**src/rtl/tsp_pkg.sv**
```systemverilog
// Purpose: constants, types and register map of the tdm-8 serial port
// Assumes: apb slave on pclk, 32-bit word per register
// Notes: status word layout is given by tsp_stat_s
package tsp_pkg;

  // ----------------------------------------------------------------
  // stream geometry
  // ----------------------------------------------------------------
  localparam int SLOTS = 8;
  localparam int SLOT_BITS = 32;
  localparam int EVT_WORDS = 4;
  localparam int CNT_W = 6;
  localparam logic [5:0] CNT_ZERO = 6'h00;
  localparam logic [5:0] CNT_ONE = 6'h01;
  localparam logic [5:0] CNT_FULL = 6'h20;
  localparam logic [2:0] SLOT_ZERO = 3'h0;
  localparam logic [2:0] SLOT_ONE = 3'h1;
  localparam logic [2:0] SLOT_LAST = 3'h7;
  localparam logic [1:0] WCNT_ZERO = 2'h0;
  localparam logic [1:0] WCNT_ONE = 2'h1;
  localparam logic [1:0] WCNT_LAST = 2'h3;

  // ----------------------------------------------------------------
  // register map
  // ----------------------------------------------------------------
  localparam int ADDR_W = 8;
  localparam logic [7:0] OFF_TRIG = 8'h00;
  localparam logic [7:0] OFF_POL = 8'h04;
  localparam logic [7:0] OFF_STAT = 8'h08;
  localparam logic [7:0] OFF_RXD = 8'h0c;
  localparam logic [7:0] OFF_TXD = 8'h10;
  localparam int TRIG_W = 8;
  localparam logic [7:0] TRIG_RESET = 8'h00;
  localparam int TRIG_RST = 0;
  localparam int TRIG_RXEN = 3;
  localparam int TRIG_TXEN = 4;
  localparam int POL_W = 2;
  localparam logic [1:0] POL_RESET = 2'h0;
  localparam int POL_BCLK = 0;
  localparam int POL_FS = 1;
  localparam int ST_OVR = 17;
  localparam int ST_UND = 19;
  localparam int ST_EVT = 20;
  localparam logic [31:0] WORD_ZERO = 32'h0000_0000;

  // ----------------------------------------------------------------
  // types
  // ----------------------------------------------------------------
  typedef enum logic [1:0] {RX_IDLE, RX_ARMED, RX_RUN} tsp_rx_e;

  typedef struct packed {
    logic bclk;
    logic fsync;
    logic data;
  } tsp_pins_s;

  typedef struct packed {
    logic [10:0] zero;
    logic evt;
    logic und;
    logic txe;
    logic ovr;
    logic valid;
    logic [2:0] rsv;
    logic [1:0] wcnt;
    logic [2:0] slot;
    logic [5:0] bits;
    logic [1:0] state;
  } tsp_stat_s;

endpackage : tsp_pkg

```
**src/rtl/tsp_sync.sv**
```systemverilog
// Purpose: two-flop synchroniser with edge detect
// Assumes: d is asynchronous to pclk
// Notes: first flop feeds only the second
`timescale 1ns/1ps
module tsp_sync (
  input wire logic pclk,
  input wire logic presetn,
  input wire logic d,
  output logic q,
  output logic rise,
  output logic fall
);

  logic meta_r;
  logic sync_r;
  logic prev_r;

  // ----------------------------------------------------------------
  // synchroniser and edge detect
  // ----------------------------------------------------------------
  always_ff @(posedge pclk or negedge presetn) begin
    if (!presetn) begin
      meta_r <= 1'b0;
      sync_r <= 1'b0;
      prev_r <= 1'b0;
    end else begin
      meta_r <= d;
      sync_r <= meta_r;
      prev_r <= sync_r;
    end
  end

  assign q = sync_r;
  assign rise = sync_r & ~prev_r;
  assign fall = ~sync_r & prev_r;

endmodule : tsp_sync

```
**src/rtl/tsp_port.sv**
```systemverilog
// Purpose: tdm-8 audio serial port, receive and transmit, apb registers
// Assumes: far end drives bit clock and frame sync; pclk 200 mhz
// Notes: bclk_out is the only output not taken from a flip-flop
//
// The APB slave port and the placing of the registers were chosen for this implementation.
`timescale 1ns/1ps
module tsp_port (
  input wire logic pclk,
  input wire logic presetn,
  input wire logic psel,
  input wire logic penable,
  input wire logic pwrite,
  input wire logic [7:0] paddr,
  input wire logic [31:0] pwdata,
  output logic [31:0] prdata,
  output logic pready,
  output logic pslverr,
  input wire tsp_pkg::tsp_pins_s stream_in,
  output logic bclk_out,
  output logic frame_sync_out,
  output logic serial_data_out
);

  // ----------------------------------------------------------------
  // declarations
  // ----------------------------------------------------------------
  logic [7:0] trigger_bits_reg;
  logic [1:0] pol_r;
  logic pready_r;
  logic pslverr_r;
  logic [31:0] prdata_r;
  tsp_pkg::tsp_rx_e rx_state_r;
  tsp_pkg::tsp_rx_e rx_state_nxt;
  logic [5:0] bit_cnt_r;
  logic [5:0] bit_cnt_nxt;
  logic [2:0] slot_r;
  logic [1:0] wcnt_r;
  logic [31:0] rx_sh_r;
  logic [31:0] rx_data_r;
  logic rx_valid_r;
  logic ovr_r;
  logic evt_r;
  logic fs_seen_r;
  logic tx_act_r;
  logic [5:0] tx_cnt_r;
  logic [2:0] tx_slot_r;
  logic [31:0] tx_sh_r;
  logic [31:0] tx_hold_r;
  logic tx_empty_r;
  logic und_r;
  logic fs_out_r;
  logic data_out_r;

  // ----------------------------------------------------------------
  // pin conditioning and synchronisers
  // ----------------------------------------------------------------
  logic bclk_pin_int;
  logic fs_pin_int;
  logic bclk_s;
  logic bclk_fall;
  logic bclk_rise;
  logic fs_s;
  logic data_s;

  assign bclk_pin_int = ~stream_in.bclk ^ pol_r[tsp_pkg::POL_BCLK];
  assign fs_pin_int = stream_in.fsync ^ pol_r[tsp_pkg::POL_FS];
  assign bclk_out = stream_in.bclk;

  tsp_sync u_sync_bclk (
    .pclk(pclk),
    .presetn(presetn),
    .d(bclk_pin_int),
    .q(bclk_s),
    .rise(bclk_rise),
    .fall(bclk_fall)
  );

  tsp_sync u_sync_fs (
    .pclk(pclk),
    .presetn(presetn),
    .d(fs_pin_int),
    .q(fs_s),
    .rise(),
    .fall()
  );

  tsp_sync u_sync_data (
    .pclk(pclk),
    .presetn(presetn),
    .d(stream_in.data),
    .q(data_s),
    .rise(),
    .fall()
  );

  // ----------------------------------------------------------------
  // apb decode
  // ----------------------------------------------------------------
  logic setup_acc;
  logic acc;
  logic wr;
  logic rd;
  logic hit_trig;
  logic hit_pol;
  logic hit_stat;
  logic hit_rxd;
  logic hit_txd;
  logic addr_hit;
  logic rx_pop;
  logic tx_fill;
  logic stat_w1c;
  logic tile_rst;
  logic rx_en;
  logic tx_en;
  tsp_pkg::tsp_stat_s stat_w;
  logic [31:0] rd_mux;

  assign setup_acc = psel & penable & ~pready_r;
  assign acc = psel & penable & pready_r;
  assign wr = acc & pwrite;
  assign rd = acc & ~pwrite;
  assign hit_trig = paddr == tsp_pkg::OFF_TRIG;
  assign hit_pol = paddr == tsp_pkg::OFF_POL;
  assign hit_stat = paddr == tsp_pkg::OFF_STAT;
  assign hit_rxd = paddr == tsp_pkg::OFF_RXD;
  assign hit_txd = paddr == tsp_pkg::OFF_TXD;
  assign addr_hit = hit_trig | hit_pol | hit_stat | hit_rxd | hit_txd;
  assign rx_pop = rd & hit_rxd;
  assign tx_fill = wr & hit_txd;
  assign stat_w1c = wr & hit_stat;
  assign tile_rst = trigger_bits_reg[tsp_pkg::TRIG_RST];
  assign rx_en = trigger_bits_reg[tsp_pkg::TRIG_RXEN];
  assign tx_en = trigger_bits_reg[tsp_pkg::TRIG_TXEN];

  assign stat_w = '{zero: 11'h000, evt: evt_r, und: und_r,
    txe: tx_empty_r, ovr: ovr_r, valid: rx_valid_r, rsv: 3'h0,
    wcnt: wcnt_r, slot: slot_r, bits: bit_cnt_r, state: rx_state_r};

  assign rd_mux = hit_trig ? {24'h000000, trigger_bits_reg} :
    hit_pol ? {30'h0, pol_r} :
    hit_stat ? stat_w :
    hit_rxd ? rx_data_r : tsp_pkg::WORD_ZERO;

  // ----------------------------------------------------------------
  // apb slave: one wait state, registered answer
  // ----------------------------------------------------------------
  always_ff @(posedge pclk or negedge presetn) begin
    if (!presetn) begin
      pready_r <= 1'b0;
      pslverr_r <= 1'b0;
      prdata_r <= tsp_pkg::WORD_ZERO;
    end else begin
      pready_r <= setup_acc;
      pslverr_r <= setup_acc & ~addr_hit;
      prdata_r <= (setup_acc & ~pwrite) ? rd_mux : tsp_pkg::WORD_ZERO;
    end
  end

  always_ff @(posedge pclk or negedge presetn) begin
    if (!presetn) begin
      trigger_bits_reg <= tsp_pkg::TRIG_RESET;
      pol_r <= tsp_pkg::POL_RESET;
    end else begin
      if (wr && hit_trig) begin
        trigger_bits_reg <= pwdata[7:0];
      end
      if (wr && hit_pol) begin
        pol_r <= pwdata[1:0];
      end
    end
  end

  // ----------------------------------------------------------------
  // bit, slot and word counters
  // ----------------------------------------------------------------
  logic fs_hit;
  logic [5:0] cnt_inc;
  logic word_end;
  logic frame_end;
  logic rx_cap;
  logic [31:0] rx_sh_nxt;

  assign fs_hit = bclk_fall & fs_s;
  assign cnt_inc = fs_s ? tsp_pkg::CNT_ONE : bit_cnt_r + tsp_pkg::CNT_ONE;
  assign word_end = bclk_fall & (cnt_inc == tsp_pkg::CNT_FULL);
  assign bit_cnt_nxt = word_end ? tsp_pkg::CNT_ZERO : cnt_inc;
  assign frame_end = word_end & (slot_r == tsp_pkg::SLOT_LAST);
  assign rx_cap = bclk_fall & ((rx_state_r == tsp_pkg::RX_RUN) |
    ((rx_state_r == tsp_pkg::RX_ARMED) & fs_s));
  assign rx_sh_nxt = {rx_sh_r[30:0], data_s};

  always_ff @(posedge pclk or negedge presetn) begin
    if (!presetn) begin
      bit_cnt_r <= tsp_pkg::CNT_ZERO;
      slot_r <= tsp_pkg::SLOT_ZERO;
      wcnt_r <= tsp_pkg::WCNT_ZERO;
    end else if (tile_rst) begin
      bit_cnt_r <= tsp_pkg::CNT_ZERO;
      slot_r <= tsp_pkg::SLOT_ZERO;
      wcnt_r <= tsp_pkg::WCNT_ZERO;
    end else if (bclk_fall) begin
      bit_cnt_r <= bit_cnt_nxt;
      if (fs_hit) begin
        slot_r <= tsp_pkg::SLOT_ZERO;
        wcnt_r <= tsp_pkg::WCNT_ZERO;
      end else if (word_end) begin
        slot_r <= slot_r + tsp_pkg::SLOT_ONE;
        wcnt_r <= wcnt_r + tsp_pkg::WCNT_ONE;
      end
    end
  end

  // ----------------------------------------------------------------
  // receiver state machine
  // ----------------------------------------------------------------
  always_comb begin
    rx_state_nxt = rx_state_r;
    case (rx_state_r)
      tsp_pkg::RX_IDLE: begin
        if (rx_en) begin
          rx_state_nxt = tsp_pkg::RX_ARMED;
        end
      end
      tsp_pkg::RX_ARMED: begin
        if (!rx_en) begin
          rx_state_nxt = tsp_pkg::RX_IDLE;
        end else if (fs_hit) begin
          rx_state_nxt = tsp_pkg::RX_RUN;
        end
      end
      tsp_pkg::RX_RUN: begin
        if (frame_end) begin
          rx_state_nxt = rx_en ? tsp_pkg::RX_ARMED : tsp_pkg::RX_IDLE;
        end
      end
      default: begin
        rx_state_nxt = tsp_pkg::RX_IDLE;
      end
    endcase
  end

  always_ff @(posedge pclk or negedge presetn) begin
    if (!presetn) begin
      rx_state_r <= tsp_pkg::RX_IDLE;
      rx_sh_r <= tsp_pkg::WORD_ZERO;
    end else if (tile_rst) begin
      rx_state_r <= tsp_pkg::RX_IDLE;
      rx_sh_r <= tsp_pkg::WORD_ZERO;
    end else begin
      rx_state_r <= rx_state_nxt;
      if (rx_cap) begin
        rx_sh_r <= rx_sh_nxt;
      end
    end
  end

  // ----------------------------------------------------------------
  // receive holding word and status flags; set wins over clear
  // ----------------------------------------------------------------
  logic rx_word;
  logic evt_set;
  logic tx_und;

  assign rx_word = rx_cap & word_end;
  assign evt_set = word_end & (wcnt_r == tsp_pkg::WCNT_LAST) & ~fs_hit;

  always_ff @(posedge pclk or negedge presetn) begin
    if (!presetn) begin
      rx_data_r <= tsp_pkg::WORD_ZERO;
      rx_valid_r <= 1'b0;
      ovr_r <= 1'b0;
      evt_r <= 1'b0;
      und_r <= 1'b0;
    end else begin
      if (rx_word) begin
        rx_data_r <= rx_sh_nxt;
      end
      rx_valid_r <= rx_word | (rx_valid_r & ~rx_pop);
      ovr_r <= (rx_word & rx_valid_r & ~rx_pop) |
        (ovr_r & ~(stat_w1c & pwdata[tsp_pkg::ST_OVR]));
      evt_r <= evt_set | (evt_r & ~(stat_w1c & pwdata[tsp_pkg::ST_EVT]));
      und_r <= tx_und |
        (und_r & ~(stat_w1c & pwdata[tsp_pkg::ST_UND]));
    end
  end

  // ----------------------------------------------------------------
  // transmitter: shift and latch on the internal rising edge
  // ----------------------------------------------------------------
  logic tx_start;
  logic tx_next;
  logic tx_stop;
  logic tx_shift;
  logic tx_load;
  logic [31:0] tx_word;

  assign tx_start = bclk_rise & fs_seen_r & tx_en;
  assign tx_next = bclk_rise & tx_act_r & (tx_cnt_r == tsp_pkg::CNT_FULL) &
    (tx_slot_r != tsp_pkg::SLOT_LAST);
  assign tx_stop = bclk_rise & tx_act_r & (tx_cnt_r == tsp_pkg::CNT_FULL) &
    (tx_slot_r == tsp_pkg::SLOT_LAST) & ~tx_start;
  assign tx_load = tx_start | tx_next;
  assign tx_shift = bclk_rise & tx_act_r & ~tx_load & ~tx_stop;
  assign tx_und = tx_load & tx_empty_r;
  assign tx_word = tx_empty_r ? tsp_pkg::WORD_ZERO : tx_hold_r;

  always_ff @(posedge pclk or negedge presetn) begin
    if (!presetn) begin
      tx_hold_r <= tsp_pkg::WORD_ZERO;
      tx_empty_r <= 1'b1;
    end else begin
      if (tx_fill) begin
        tx_hold_r <= pwdata;
      end
      tx_empty_r <= ~tx_fill & (tx_load | tx_empty_r);
    end
  end

  always_ff @(posedge pclk or negedge presetn) begin
    if (!presetn) begin
      fs_seen_r <= 1'b0;
      tx_act_r <= 1'b0;
      tx_cnt_r <= tsp_pkg::CNT_ZERO;
      tx_slot_r <= tsp_pkg::SLOT_ZERO;
      tx_sh_r <= tsp_pkg::WORD_ZERO;
      fs_out_r <= 1'b0;
      data_out_r <= 1'b0;
    end else if (tile_rst) begin
      fs_seen_r <= 1'b0;
      tx_act_r <= 1'b0;
      tx_cnt_r <= tsp_pkg::CNT_ZERO;
      tx_slot_r <= tsp_pkg::SLOT_ZERO;
      tx_sh_r <= tsp_pkg::WORD_ZERO;
      fs_out_r <= 1'b0;
      data_out_r <= 1'b0;
    end else begin
      if (fs_hit) begin
        fs_seen_r <= 1'b1;
      end else if (bclk_rise) begin
        fs_seen_r <= 1'b0;
      end
      if (bclk_rise) begin
        fs_out_r <= tx_start;
      end
      if (tx_load) begin
        tx_act_r <= 1'b1;
        tx_cnt_r <= tsp_pkg::CNT_ONE;
        tx_slot_r <= tx_start ? tsp_pkg::SLOT_ZERO :
          tx_slot_r + tsp_pkg::SLOT_ONE;
        data_out_r <= tx_word[31];
        tx_sh_r <= {tx_word[30:0], 1'b0};
      end else if (tx_stop) begin
        tx_act_r <= 1'b0;
        data_out_r <= 1'b0;
      end else if (tx_shift) begin
        tx_cnt_r <= tx_cnt_r + tsp_pkg::CNT_ONE;
        data_out_r <= tx_sh_r[31];
        tx_sh_r <= {tx_sh_r[30:0], 1'b0};
      end
    end
  end

  assign prdata = prdata_r;
  assign pready = pready_r;
  assign pslverr = pslverr_r;
  assign frame_sync_out = fs_out_r;
  assign serial_data_out = data_out_r;

  // ----------------------------------------------------------------
  // assertions
  // ----------------------------------------------------------------
  property p_bit_range;
    @(posedge pclk) disable iff (!presetn)
      bit_cnt_r < tsp_pkg::CNT_FULL;
  endproperty
  a_bit_range: assert property (p_bit_range)
    else $error("bit counter out of range");

  property p_fs_restart;
    @(posedge pclk) disable iff (!presetn || tile_rst)
      fs_hit |=> (bit_cnt_r == tsp_pkg::CNT_ONE) &&
        (slot_r == tsp_pkg::SLOT_ZERO);
  endproperty
  a_fs_restart: assert property (p_fs_restart)
    else $error("frame sync did not restart bit count");

  property p_word_wrap;
    @(posedge pclk) disable iff (!presetn || tile_rst)
      bclk_fall && !fs_s &&
        bit_cnt_r == tsp_pkg::CNT_FULL - tsp_pkg::CNT_ONE |=>
        bit_cnt_r == tsp_pkg::CNT_ZERO;
  endproperty
  a_word_wrap: assert property (p_word_wrap)
    else $error("bit counter did not wrap at 32");

  property p_slot_wrap;
    @(posedge pclk) disable iff (!presetn || tile_rst)
      word_end && !fs_hit && slot_r == tsp_pkg::SLOT_LAST |=>
        slot_r == tsp_pkg::SLOT_ZERO;
  endproperty
  a_slot_wrap: assert property (p_slot_wrap)
    else $error("slot count did not wrap after eight");

  property p_evt_four;
    @(posedge pclk) disable iff (!presetn)
      $rose(evt_r) |->
        $past(word_end) && $past(wcnt_r) == tsp_pkg::WCNT_LAST;
  endproperty
  a_evt_four: assert property (p_evt_four)
    else $error("word event not after fourth word");

  property p_rx_gate;
    @(posedge pclk) disable iff (!presetn)
      !rx_en && rx_state_r != tsp_pkg::RX_RUN |=>
        rx_state_r == tsp_pkg::RX_IDLE;
  endproperty
  a_rx_gate: assert property (p_rx_gate)
    else $error("receiver not idle while disabled");

  property p_out_align;
    @(posedge pclk) disable iff (!presetn || tile_rst)
      !$past(bclk_rise) |-> $stable(fs_out_r) && $stable(data_out_r);
  endproperty
  a_out_align: assert property (p_out_align)
    else $error("output latch changed off rising edge");

  property p_fs_out_len;
    @(posedge pclk) disable iff (!presetn || tile_rst)
      fs_out_r && bclk_rise && !tx_start |=> !fs_out_r;
  endproperty
  a_fs_out_len: assert property (p_fs_out_len)
    else $error("frame sync out longer than one bit");

  property p_bclk_pass;
    @(posedge pclk) bclk_out == stream_in.bclk;
  endproperty
  a_bclk_pass: assert property (p_bclk_pass)
    else $error("bit clock not passed through");

  property p_apb_wait;
    @(posedge pclk) disable iff (!presetn)
      setup_acc |=> pready_r ##1 !pready_r;
  endproperty
  a_apb_wait: assert property (p_apb_wait)
    else $error("apb answer timing wrong");

  c_rx_word: cover property (@(posedge pclk) disable iff (!presetn)
    rx_word);
  c_evt: cover property (@(posedge pclk) disable iff (!presetn)
    $rose(evt_r));
  c_fs_out: cover property (@(posedge pclk) disable iff (!presetn)
    $rose(fs_out_r));

endmodule : tsp_port

```
**config.mk**
```make
export PLATFORM = sky130hd
export DESIGN_NAME = tsp_port
export DESIGN_NICKNAME = d
export VERILOG_FILES = /design/src/rtl/tsp_pkg.sv /design/src/rtl/tsp_sync.sv /design/src/rtl/tsp_port.sv
export SDC_FILE = /design/constraint.sdc
export NUM_CORES = 1
export LEC_CHECK = 0
export BUFFER_PORTS_ARGS = -buffer_cell sky130_fd_sc_hd__buf_2
export CAP_MARGIN = 20
export CORE_MARGIN = 5
export CORE_UTILIZATION = 50
export CTS_CLUSTER_DIAMETER = 200
export DETAILED_ROUTE_END_ITERATION = 6
export MAX_ROUTING_LAYER = met4
export PLACE_DENSITY_LB_ADDON = 0.2
export SYNTH_ARGS = -nofsm -noshare
export SYNTH_HDL_FRONTEND = slang
export SYNTH_SLANG_ARGS = --single-unit
```
**constraint.sdc**
```tcl
create_clock -name pclk -period 5.1 [get_ports pclk]
set_input_delay 1.53 -clock pclk [delete_from_list [all_inputs] [get_ports pclk]]
set_output_delay 1.53 -clock pclk [all_outputs]
set_load 0.01 [all_outputs]
```
-- Word-level counts from Yosys, hierarchy flattened
Index checks and enable logic that the tools add are counted.
- register bits: 209
- input bits: 48
- output and inout port bits: 37
- logic and storage cells: 186
- add/subtract/negate cells: 5
- equality and inequality tests: 16
- multiplexer cells: 50
- bitwise gates (word level): 68
- reduce and logical (&&, ||, !) cells: 16
- operators with widths (kind ; number):
    $mux 32 ; 10
    $mux 31 ; 2
    $mux 6 ; 8
    $and 1x1->1 ; 40
    $mux 3 ; 7
    $mux 2 ; 9
    $eq 8x4->1 const B ; 2
    $not 1->1 ; 15
    $mux 1 ; 13
    $add 6x1->6 const B ; 2
    $eq 6x6->1 const B ; 2
    $reduce_bool 3->1 ; 4
    $or 1x1->1 ; 11
    $ne 3x3->1 const B ; 3
    $eq 8x3->1 const B ; 1
    $eq 8x5->1 const B ; 1
    $logic_not 8->1 ; 1
    $reduce_bool 2->1 ; 4
    $add 3x1->3 const B ; 2
    $eq 3x3->1 const B ; 2
    $pmux 2 s3 ; 1
    $eq 2x2->1 const B ; 2
    $ne 4x4->1 const B ; 1
    $reduce_and 2->1 ; 2
    other kinds (8) ; 10

-- Longest topological paths before layout
Gate-level depths: netlist of run 1.
- depth in word-level cells: 13
- mapped depth: 9
- mapped depth without buffers: 7

-- Cells and area by module
From an unflattened synthesis of run 1, not the netlist that was laid out.
- cell total of the unflattened synthesis: 769
- area, all modules: 8710.9 µm²
- modules (own cells, without submodules) (module ; times used ; cells each ; area each (µm²) ; seq. area each (µm²)):
    tsp_port ; 1 ; 754 ; 8440.6 ; 5031.1
    tsp_sync ; 3 ; 5 ; 90.1 ; 75.1

-- Worst setup path after synthesis of run 1
No wires, ideal clock.
- path kind: input to output
- from: input port stream_in[2] (netlist name)
- to: output port bclk_out
- arrival: 1649 ps
- required time: 3570 ps
- setup slack: 1921 ps
- stages: 1
- buffers on the path: 1
- cell sequence: buf_4
- RTL lines (item ; RTL line ; source):
    start: declaration ; tsp_port.sv:18 ; input wire tsp_pkg::tsp_pins_s stream_in,
    end: declaration ; tsp_port.sv:19 ; output logic bclk_out,
No word-level cell between the ends.

-- Worst setup path in the final report of run 1
- from: register tx_cnt_r[0]
- to: register tx_sh_r[15]
- word-level cells in the longest chain between the ends: 9
- elaborated cells on any way between the ends: 15
- those cells by class: eq/ne (2); mux (2); bitwise (9); reduce/logical (2)
- ends and longest elaborated chain (item ; RTL line ; source):
    start: declaration ; tsp_port.sv:45 ; logic [5:0] tx_cnt_r;
    start signal: assignment ; tsp_port.sv:323 ; tx_cnt_r <= tsp_pkg::CNT_ZERO;
    start signal: assignment ; tsp_port.sv:331 ; tx_cnt_r <= tsp_pkg::CNT_ZERO;
    start signal: assignment ; tsp_port.sv:347 ; tx_cnt_r <= tsp_pkg::CNT_ONE;
    $eq 6x6->1 * ; tsp_port.sv:298, tsp_port.sv:300 ;
    $and 1x1->1 * ; tsp_port.sv:298, tsp_port.sv:300 ;
    $and 1x1->1 ; tsp_port.sv:298 ; assign tx_next = bclk_rise & tx_act_r & (tx_cnt_r == tsp_pkg::CNT_FULL) &
    $or 1x1->1 ; tsp_port.sv:302 ; assign tx_load = tx_start | tx_next;
    $not 1->1 ; tsp_port.sv:303 ; assign tx_shift = bclk_rise & tx_act_r & ~tx_load & ~tx_stop;
    $and 1x1->1 (2 in series) ; tsp_port.sv:303 ;
    $reduce_bool 3->1 (no line) ; n/a ;
    $reduce_and 2->1 (no line) ; n/a ;
    end signal: assignment ; tsp_port.sv:325 ; tx_sh_r <= tsp_pkg::WORD_ZERO;
    end signal: assignment ; tsp_port.sv:333 ; tx_sh_r <= tsp_pkg::WORD_ZERO;
    end signal: assignment ; tsp_port.sv:351 ; tx_sh_r <= {tx_word[30:0], 1'b0};
    end: declaration ; tsp_port.sv:47 ; logic [31:0] tx_sh_r;
Every way passes the cells marked *; elsewhere a longest branch is shown, timed or not.
A chain may end at the register's enable or synchronous reset.

==> flow_summary.json, run 1 <==
{
  "status": "finished clean",
  "cp.arrival_ns": 3.83,
  "p_leak_nw": 5.06,
  "synthArstFlopShare": 1.00,
  "min_period_ns": 3.42,
  "crit_fanout": 31,
  "vias_per_cell": 5.53,
  "dieWidth_um": 142,
  "initial_utilization": 0.508,
  "grt_max_degree": 115,
  "root_buffer": "clkbuf_16",
  "min_to": "u_sync_data.q$_DFF_PN0_",
  "ir_drop_mv": 0.247,
  "hold_path.class": "reg2reg",
  "drt_pre_antenna_iters": 4,
  "worst_path_largest_cell_delay_ns": 0.94,
  "area_growth_pct": 15.0,
  "cts_tree": "done",
  "syn_area_um2": 8750,
  "port_buffers": 84,
  "grt_overflow_total": 0,
  "tns_ns": 0,
  "clk_pin_slew_ns": 0.06,
  "row_count": 48,
  "syn_avg_cell_area_um2": 12.0,
  "routed_wl_um": 18500,
  "cts_buffer_depth": 3,
  "setup.worst_path.end_class": "flip-flop",
  "fmax_ghz": 0.292,
  "cp.required_ns": 5.51,
  "holdCritStartpoint": "u_sync_data.meta_r$_DFF_PN0_",
  "reg2reg_slack_ns": 1.68,
  "dp_hpwl_um": 12100,
  "ios": 85,
  "core-area_um2": 17200,
  "relSlewSlack": 0.262,
  "drt-initial-drc-count": 282,
  "r2r_end": "tx_sh_r[15]$_DFFE_PN0P_",
  "hold_depth": 0,
  "worstSkewPairLatency_ns": 0.50,
  "post-route-util": 0.584,
  "pwr_density_cell_nw_per_um2": 345,
  "drive_gt1_frac": 0.267,
  "drv_cap": 0,
  "synth_nets": 783,
  "grt_pass1_wl_um": 30700,
  "place_inst": 1004,
  "track_usage": 0.193,
  "htreeDepth": 1,
  "hold_viol": 0,
  "synthCells": 727,
  "synth_edf_count": 0,
  "worst_path_max_delay_cell": "nand2_1",
  "wl_per_cell_um": 17.7,
  "antenna_found_initial": 1,
  "worst_slew_pin_slew_ns": 1.11,
  "synthDistinctLibCells": 54,
  "path_cells": "inv_1 -> ha_1 -> nand4bb_1 -> or4_1 -> and2_1 -> nand2_1 -> a2bb2oi_1",
  "dr_total_vias": 5767,
  "finalCritPeriodShare": 0.671,
  "cts_num_sinks": 208,
  "post_dp_cell_area_um2": 9330,
  "cts_buffers": 22,
  "nets": 860,
  "skew_ns": 0.00889,
  "final_area_um2": 10100,
  "ant_nets": 0,
  "cts_hold_buf": 0,
  "yosysWarnings": 0,
  "fin_hold_ws_ns": 0.347,
  "gp_congestion": 0.897,
  "setup_viol": 0,
  "cts-resized-gates": 0,
  "finalNonFillerCells": 1043,
  "ys_ff_latch": 208,
  "drc": 0,
  "postCtsSetupRepairBufs": 0,
  "grt_pass1_vias": 6018,
  "rsz0062_at_grt": "false",
  "dieArea_um2": 20300,
  "yosysSeqAreaShare": 0.595,
  "rr_worst_depth": 7,
  "path_class": "reg2reg",
  "ys.flop_type": "dfrtp_1",
  "crit_path_start_kind": "flip-flop",
  "die_y_um": 142,
  "drv_slew": 0,
  "r2r_start": "tx_cnt_r[0]$_DFFE_PN0P_"
}
## cells by family after synthesis
| family | synth area share |
|---|---|
| multiplexers | 0.142 |
| flip-flops | 0.595 |
| adder cells (fa/ha/maj) | 0.0114 |
| buffers and inverters | 0.0269 |
| XOR/XNOR | 0.0100 |
| AND/OR/NAND/NOR | 0.120 |
| AO/OA/AOI/OAI | 0.0948 |
## metrics by stage
step | setup WS [ns] | power, mW
after floorplan | 1.92 | 1.83
after global routing | 1.36 | 3.61
final | 1.68 | 3.47
after global placement | 1.57 | 1.90
after CTS | 1.72 | 3.52
after detailed placement | 1.50 | 1.91
## cells in the mapped netlist, types with 6 or more instances
master	count	share of area
a21oi_1	41	0.023
a22oi_1	6	0.0051
a2bb2oi_1	31	0.031
and2_1	15	0.011
buf_2	8	0.0046
clkbuf_1	22	0.0094
dfrtp_1	207	0.59
ha_1	8	0.011
mux2_2	53	0.068
mux2_4	28	0.048
mux2i_1	18	0.021
nand2_1	118	0.051
nor2_1	42	0.018
nor2b_1	9	0.0064
nor3_1	6	0.0034
o21ai_0	37	0.021
xor2_1	7	0.0070
## power by group
part           switching, mW  internal [mW]
clock                  0.614          0.978
combinational         0.0838         0.0659
sequential            0.0340           1.70
total                  0.732           2.74
## worst max-delay path by stage
stage                                      to                     from  slack [ns]  cells past startpoint
floorplan                            bclk_out             stream_in[2]        1.92                      1
global placement     tx_hold_r[8]$_DFFE_PN0P_                 paddr[2]        1.57                      6
detailed placement  tx_hold_r[10]$_DFFE_PN0P_                 paddr[2]        1.50                      6
CTS                   tx_sh_r[15]$_DFFE_PN0P_  tx_cnt_r[0]$_DFFE_PN0P_        1.72                      7
global route          tx_sh_r[15]$_DFFE_PN0P_  tx_cnt_r[0]$_DFFE_PN0P_        1.36                      7
finish                tx_sh_r[15]$_DFFE_PN0P_  tx_cnt_r[0]$_DFFE_PN0P_        1.68                      7
## routing by layer
metal  global-route usage  routed length [um]  up-vias
li1                     -                   -     2676
met1                0.254                8150     2914
met2                0.313                8940      137
met3               0.0349                 931       40
met4               0.0495                 454        0
met5                    -                   0        -
## cells in the final DEF (no fill, tap or decap), types with 5 or more instances in the layout
master     instances
dfrtp_1          207
a2bb2oi_1         31
clkbuf_8           5
and2_1            15
nor3_1             6
nand2_1          118
ha_1               8
nor2_1            42
o21ai_0           37
a22oi_1            6
mux2i_1           18
clkbuf_16         23
buf_4              7
a21oi_1           41
nor2b_1            9
buf_2             83
mux2_4            28
mux2_2            53
xor2_1             7
clkbuf_1           5
## cell type report
| class | count | area (um^2) |
|---|---|---|
| fillers | 1404 | 7170 |
| flip-flops and latches | 208 | 5210 |
| multi-input cells | 475 | 3320 |
| clock buffers | 32 | 649 |
| repair buffers | 93 | 517 |
| well taps | 225 | 282 |
| clock inverters | 5 | 75.1 |
| inverters | 4 | 15.0 |
| diodes | 1 | 2.50 |
## critical path: cells and delay by family (launching register included)
kind / cells / cell delay [ns]
compound gates: 1 / 0.22
fa+ha+maj: 1 / 0.19
flops: 1 / 0.41
buf+inv: 1 / 0.11
simple gates: 4 / 2.40
No activity file was read; power rests on OpenSTA's default activity.
==> inputs of run 2 (changes only) <==
--- a/config.mk
+++ b/config.mk
@@ -5,6 +5,7 @@
 export SDC_FILE = /design/constraint.sdc
 export NUM_CORES = 1
 export LEC_CHECK = 0
+export ABC_AREA = 1
 export BUFFER_PORTS_ARGS = -buffer_cell sky130_fd_sc_hd__buf_2
 export CAP_MARGIN = 20
 export CORE_MARGIN = 5
==> constraint.sdc (replaced) <==
create_clock -name pclk -period 3.35 [get_ports pclk]
set_input_delay 1.005 -clock pclk [delete_from_list [all_inputs] [get_ports pclk]]
set_output_delay 1.005 -clock pclk [all_outputs]
set_load 0.01 [all_outputs]
==> run 2 against run 1 <==
Critical path depth rose by 3. Largest cell class unchanged. Area after synthesis rose by 2.1%. Synthesized cell count up 37%. Critical endpoint is now tx_sh_r[7]$_DFFE_PN0P_. Clock skew is 0.0063 ns higher.
==> flow_summary.json, run 2 <==
{
  "status": "finished clean",
  "met3_wirelength_um": 1250,
  "rr_worst_depth": 10,
  "crit_top_cell": "nor2_1",
  "synth_edf_count": 0,
  "wl_per_cell_um": 16.2,
  "highest-signal-layer": "met4",
  "relSlewSlack": 0.470,
  "finalCritPeriodShare": 0.689,
  "hold_viol": 0,
  "synth_top_area_cell": "dfrtp_1",
  "core-area_um2": 17400,
  "grt_overflow_total": 0,
  "drt-met1-wl_um": 10000,
  "die_y_um": 144,
  "syn_area_um2": 8940,
  "row_count": 48,
  "cts_num_sinks": 208,
  "synthDistinctLibCells": 37,
  "cts_tree": "done",
  "multi_input_area_um2": 3130,
  "setup.worst_path.end_class": "flip-flop",
  "antenna_cells": 0,
  "cts_buffers": 23,
  "drv_slew": 0,
  "port_buffers": 84,
  "worstSkewPairLatency_ns": 0.51,
  "syn_avg_cell_area_um2": 8.99,
  "seqCellArea_um2": 5210,
  "worst_path_max_delay_cell": "nor2_1",
  "ir_drop_mv": 0.383,
  "pwr_density_cell_nw_per_um2": 523,
  "crit_path_start_kind": "flip-flop",
  "final_common_cell": "nand2_1",
  "root_buffer": "clkbuf_16",
  "path_cells": "inv_1 -> ha_1 -> nand4_1 -> nor2_1 -> nand2_1 -> nand2_2 -> nor2_1 -> buf_4 -> o21ai_0 -> a21oi_1",
  "ys.flop_type": "dfrtp_1",
  "vias_per_cell": 5.41,
  "crit_fanout": 19,
  "final_area_um2": 10300,
  "nets": 1124,
  "yosysSeqAreaShare": 0.583,
  "drv_cap": 0,
  "drc": 0,
  "yosysWarnings": 0,
  "drive_gt1_frac": 0.160,
  "grt_max_degree": 75,
  "area_growth_pct": 15.6,
  "cts-resized-gates": 0,
  "worst_path_largest_cell_delay_ns": 0.60,
  "setup_viol": 0,
  "cp.required_ns": 3.77,
  "grt_pass1_vias": 6773,
  "initial_utilization": 0.513,
  "cts_hold_buf": 0,
  "routed-wl-met2_um": 9250,
  "worst_slew_pin_slew_ns": 0.792,
  "final_cell_mix": "nand2_1 (242), dfrtp_1 (207), o21ai_0 (89), buf_2 (83), inv_1 (81)",
  "post_dp_cell_area_um2": 9560,
  "p_leak_nw": 5.17,
  "drt-initial-drc-count": 548,
  "dr_total_vias": 7070,
  "fillers": 1536,
  "fmax_ghz": 0.433,
  "hold_depth": 0,
  "path_class": "reg2reg",
  "routed_wl_um": 21100,
  "ys_ff_latch": 208,
  "ys_top_cells_by_area": "dfrtp_1 (58%), nand2_1 (10%), o21ai_0 (5.0%), nand3_1 (4.4%), inv_1 (3.4%)",
  "dieArea_um2": 20600,
  "grt_pass1_wl_um": 35500,
  "tns_ns": 0,
  "synth_commonest_cells": "nand2_1 (242), dfrtp_1 (207), o21ai_0 (89)",
  "drt_pre_antenna_iters": 6,
  "dieWidth_um": 144,
  "hold_path.class": "reg2reg",
  "skew_ns": 0.0152,
  "dp_hpwl_um": 14000,
  "yosysMostFrequentCell": "nand2_1",
  "yosysTopAreaCellShare": 0.580,
  "postCtsSetupRepairBufs": 0,
  "antenna_found_initial": 0,
  "min_period_ns": 2.31,
  "ant_nets": 0,
  "rsz0062_at_grt": "false",
  "cp.arrival_ns": 2.73,
  "ios": 85,
  "cts_buffer_depth": 3,
  "track_usage": 0.218,
  "clk_pin_slew_ns": 0.06,
  "htreeDepth": 1,
  "gp_congestion": 0.861,
  "synthArstFlopShare": 1.00,
  "synthCells": 994,
  "synth_nets": 1050
}
## run 2: metal layers
layer / vias up / GRT usage
met5: - / -
met4: 0 / 0.0540
met3: 41 / 0.0280
met2: 221 / 0.315
met1: 3396 / 0.330
li1: 3412 / -
## run 2: final timing paths
path,start,to,slack (ns)
setup / recovery,tx_cnt_r[0]$_DFFE_PN0P_,tx_sh_r[7]$_DFFE_PN0P_,1.04
max in group asynchronous,presetn,tx_empty_r$_DFF_PN1_,2.14
hold reg to reg,u_sync_bclk.meta_r$_DFF_PN0_,u_sync_bclk.q$_DFF_PN0_,0.35
setup reg to reg,tx_cnt_r[0]$_DFFE_PN0P_,tx_sh_r[7]$_DFFE_PN0P_,1.04
min in group asynchronous,presetn,prdata[15]$_DFF_PN0_,0.53
hold / removal,u_sync_bclk.meta_r$_DFF_PN0_,u_sync_bclk.q$_DFF_PN0_,0.35
## run 2: power breakdown
group | internal, mW | switching (mW) | total, mW
combinational | 0.103 | 0.187 | 0.290
sequential | 2.60 | 0.0647 | 2.67
clock | 1.48 | 0.968 | 2.45
total | 4.18 | 1.22 | 5.40
## run 2: logic make-up after synthesis
logic type | synth area share
flip-flops | 0.583
AND/OR/NAND/NOR | 0.219
buffers and inverters | 0.0672
adder cells (fa/ha/maj) | 0.0112
XOR/XNOR | 0.00588
AO/OA/AOI/OAI | 0.114
## run 2: through the flow
step           utilization  hold slack [ns]  power [mW]  setup WS (ns)  std cells
6_report             0.593            0.354        5.40           1.04       1306
5_1_grt              0.593            0.367        5.62          0.843       1306
3_3_place_gp         0.549            0.336        2.99          0.744       1267
3_5_place_dp         0.549            0.345        3.00          0.601       1267
2_1_floorplan            -            0.331        2.85           1.21        994
4_1_cts              0.592            0.354        5.45           1.07       1305
## run 2: worst max-delay path, delay by kind of cell (launching register included)
kind	cells	cell delay [ns]
buf+inv	2	0.42
compound gates	2	0.29
flops	1	0.39
simple gates	5	0.92
fa+ha+maj	1	0.20
## run 2: final cells by class
cell class                      instances  area share
Inverter                               88      0.0320
Multi-Input combinational cell        644       0.303
Clock buffer                           32      0.0658
Clock inverter                          6     0.00569
Tap cell                              225      0.0273
Timing Repair Buffer                  103      0.0621
Sequential cell                       208       0.504
==> inputs of run 3 (changes only) <==
==> constraint.sdc (replaced) <==
create_clock -name pclk -period 2.13 [get_ports pclk]
set_input_delay 0.639 -clock pclk [delete_from_list [all_inputs] [get_ports pclk]]
set_output_delay 0.639 -clock pclk [all_outputs]
set_load 0.01 [all_outputs]
==> run 3 against run 2 <==
Sequential share of layout area down 1.1 points. Non-clock buffer count up 20. Sequential cell count unchanged. Critical endpoint is now rx_data_r[27]$_DFFE_PN0P_. Global-route usage up 0.44 points.
==> flow_summary.json, run 3 (synthesis gave the netlist of run 2 again) <==
{
  "drv_cap": 0,
  "htreeDepth": 1,
  "grt_pass1_vias": 7119,
  "pre_cts_slack_ns": 0.0278,
  "drive_gt1_frac": 0.177,
  "drv_slew": 0,
  "fmax_ghz": 0.502,
  "hold_viol": 0,
  "hold_path.class": "in2async",
  "finalCritPeriodShare": 0.934,
  "rsz0062_at_grt": "false",
  "min_period_ns": 1.99,
  "core-area_um2": 17400,
  "relSlewSlack": 0.723,
  "final_common_cell": "nand2_1",
  "wl_per_cell_um": 16.2,
  "clk_pin_slew_ns": 0.06,
  "track_usage": 0.223,
  "antenna_found_initial": 0,
  "use_met3": 0.0283,
  "final_cell_mix": "nand2_1 (242), dfrtp_1 (207), o21ai_0 (89), buf_2 (83), inv_1 (81)",
  "p_leak_nw": 5.28,
  "root_buffer": "clkbuf_16",
  "cts_buffer_depth": 3,
  "busiest_layer": "met1",
  "routed_wl_um": 21500,
  "dr_total_vias": 7125,
  "cts_buffers": 23,
  "grt_overflow_total": 0,
  "port_buffers": 84,
  "status": "finished clean",
  "setup_viol": 0,
  "dieArea_um2": 20600,
  "cts_num_sinks": 208,
  "path_class": "reg2reg",
  "post-route-util": 0.606,
  "initial_utilization": 0.513,
  "area_growth_pct": 18.1,
  "grt_max_degree": 52,
  "dp_hpwl_um": 14300,
  "row_count": 48,
  "dieWidth_um": 144,
  "use_met1": 0.335,
  "nets": 1144,
  "cp.required_ns": 2.55,
  "crit_path_start_kind": "flip-flop",
  "die_y_um": 144,
  "drc": 0,
  "finalWorstSetupSlack_ns": 0.140,
  "vias_per_cell": 5.36,
  "pwr_density_cell_nw_per_um2": 807,
  "skew_ns": 0.0160,
  "cts_hold_buf": 0,
  "setup.worst_path.end_class": "flip-flop",
  "grtUsageMet2": 0.320,
  "cts_tree": "done",
  "ir_drop_mv": 0.568,
  "tns_ns": 0,
  "gp_congestion": 0.876,
  "cp.arrival_ns": 2.41,
  "drt-initial-drc-count": 475,
  "grt_pass1_wl_um": 36300,
  "ios": 85,
  "fin_hold_ws_ns": 0.0691,
  "rr_worst_depth": 9,
  "worst_slew_pin_slew_ns": 0.415,
  "crit_fanout": 26,
  "antenna_cells": 0,
  "drt_pre_antenna_iters": 5,
  "totalPowerFinal_mw": 8.52,
  "worstSkewPairLatency_ns": 0.52,
  "ant_nets": 0
}
==> run 3: area by class of cell <==
type,instances,area [um^2]
fill,1562,6860
sequential,208,5210
multi-input combinational,644,3140
timing repair buffer,123,852
clock buffer,34,687
inverter,88,330
tap,225,282
clock inverter,8,58.8
==> run 3: what timing repair did <==
item,CTS,global route
gates resized for setup,0,1
buffers inserted,0,0
setup endpoints to repair,0,16
==> run 3: path summary, 6_finish.rpt <==
path                                            startpoint                           end  slack, ns
worst max register to register    bit_cnt_r[1]$_DFFE_PN0P_     rx_data_r[27]$_DFFE_PN0P_       0.14
max in group asynchronous                          presetn          tx_empty_r$_DFF_PN1_       1.39
worst max-delay path              bit_cnt_r[1]$_DFFE_PN0P_     rx_data_r[27]$_DFFE_PN0P_       0.14
min in group pclk                             stream_in[0]  u_sync_data.meta_r$_DFF_PN0_       0.23
worst min register to register  u_sync_fs.meta_r$_DFF_PN0_         u_sync_fs.q$_DFF_PN0_       0.36
worst min-delay path                               presetn     rx_data_r[15]$_DFFE_PN0P_       0.07
==> run 3: critical path, cell delays in order (launching register included) <==
cell and delay [ns]:
dfrtp_1 0.43, ha_1 0.25, o21ai_0 0.24, nand2_1 0.13
nor2_4 0.17, nand2_2 0.12, nor2_4 0.20, buf_12 0.18
nand2_1 0.08, o21ai_0 0.10
==> run 3: routing by layer <==
layer,vias to the layer above,wire length (um)
li1,3461,-
met1,3429,10500
met2,195,9440
met3,40,1040
met4,0,587
met5,-,0
==> run 3: where the power goes <==
part	total, mW	internal (mW)	switching, mW
Combinational	0.482	0.175	0.307
Clock	3.85	2.25	1.60
Sequential	4.18	4.09	0.0961
==> run 3: through the flow <==
step	instances	cell area, um^2
CTS	1329	10500
finish	1330	10600
floorplan	994	8940
global route	1330	10600
detailed placement	1287	9780
global placement	1287	9780
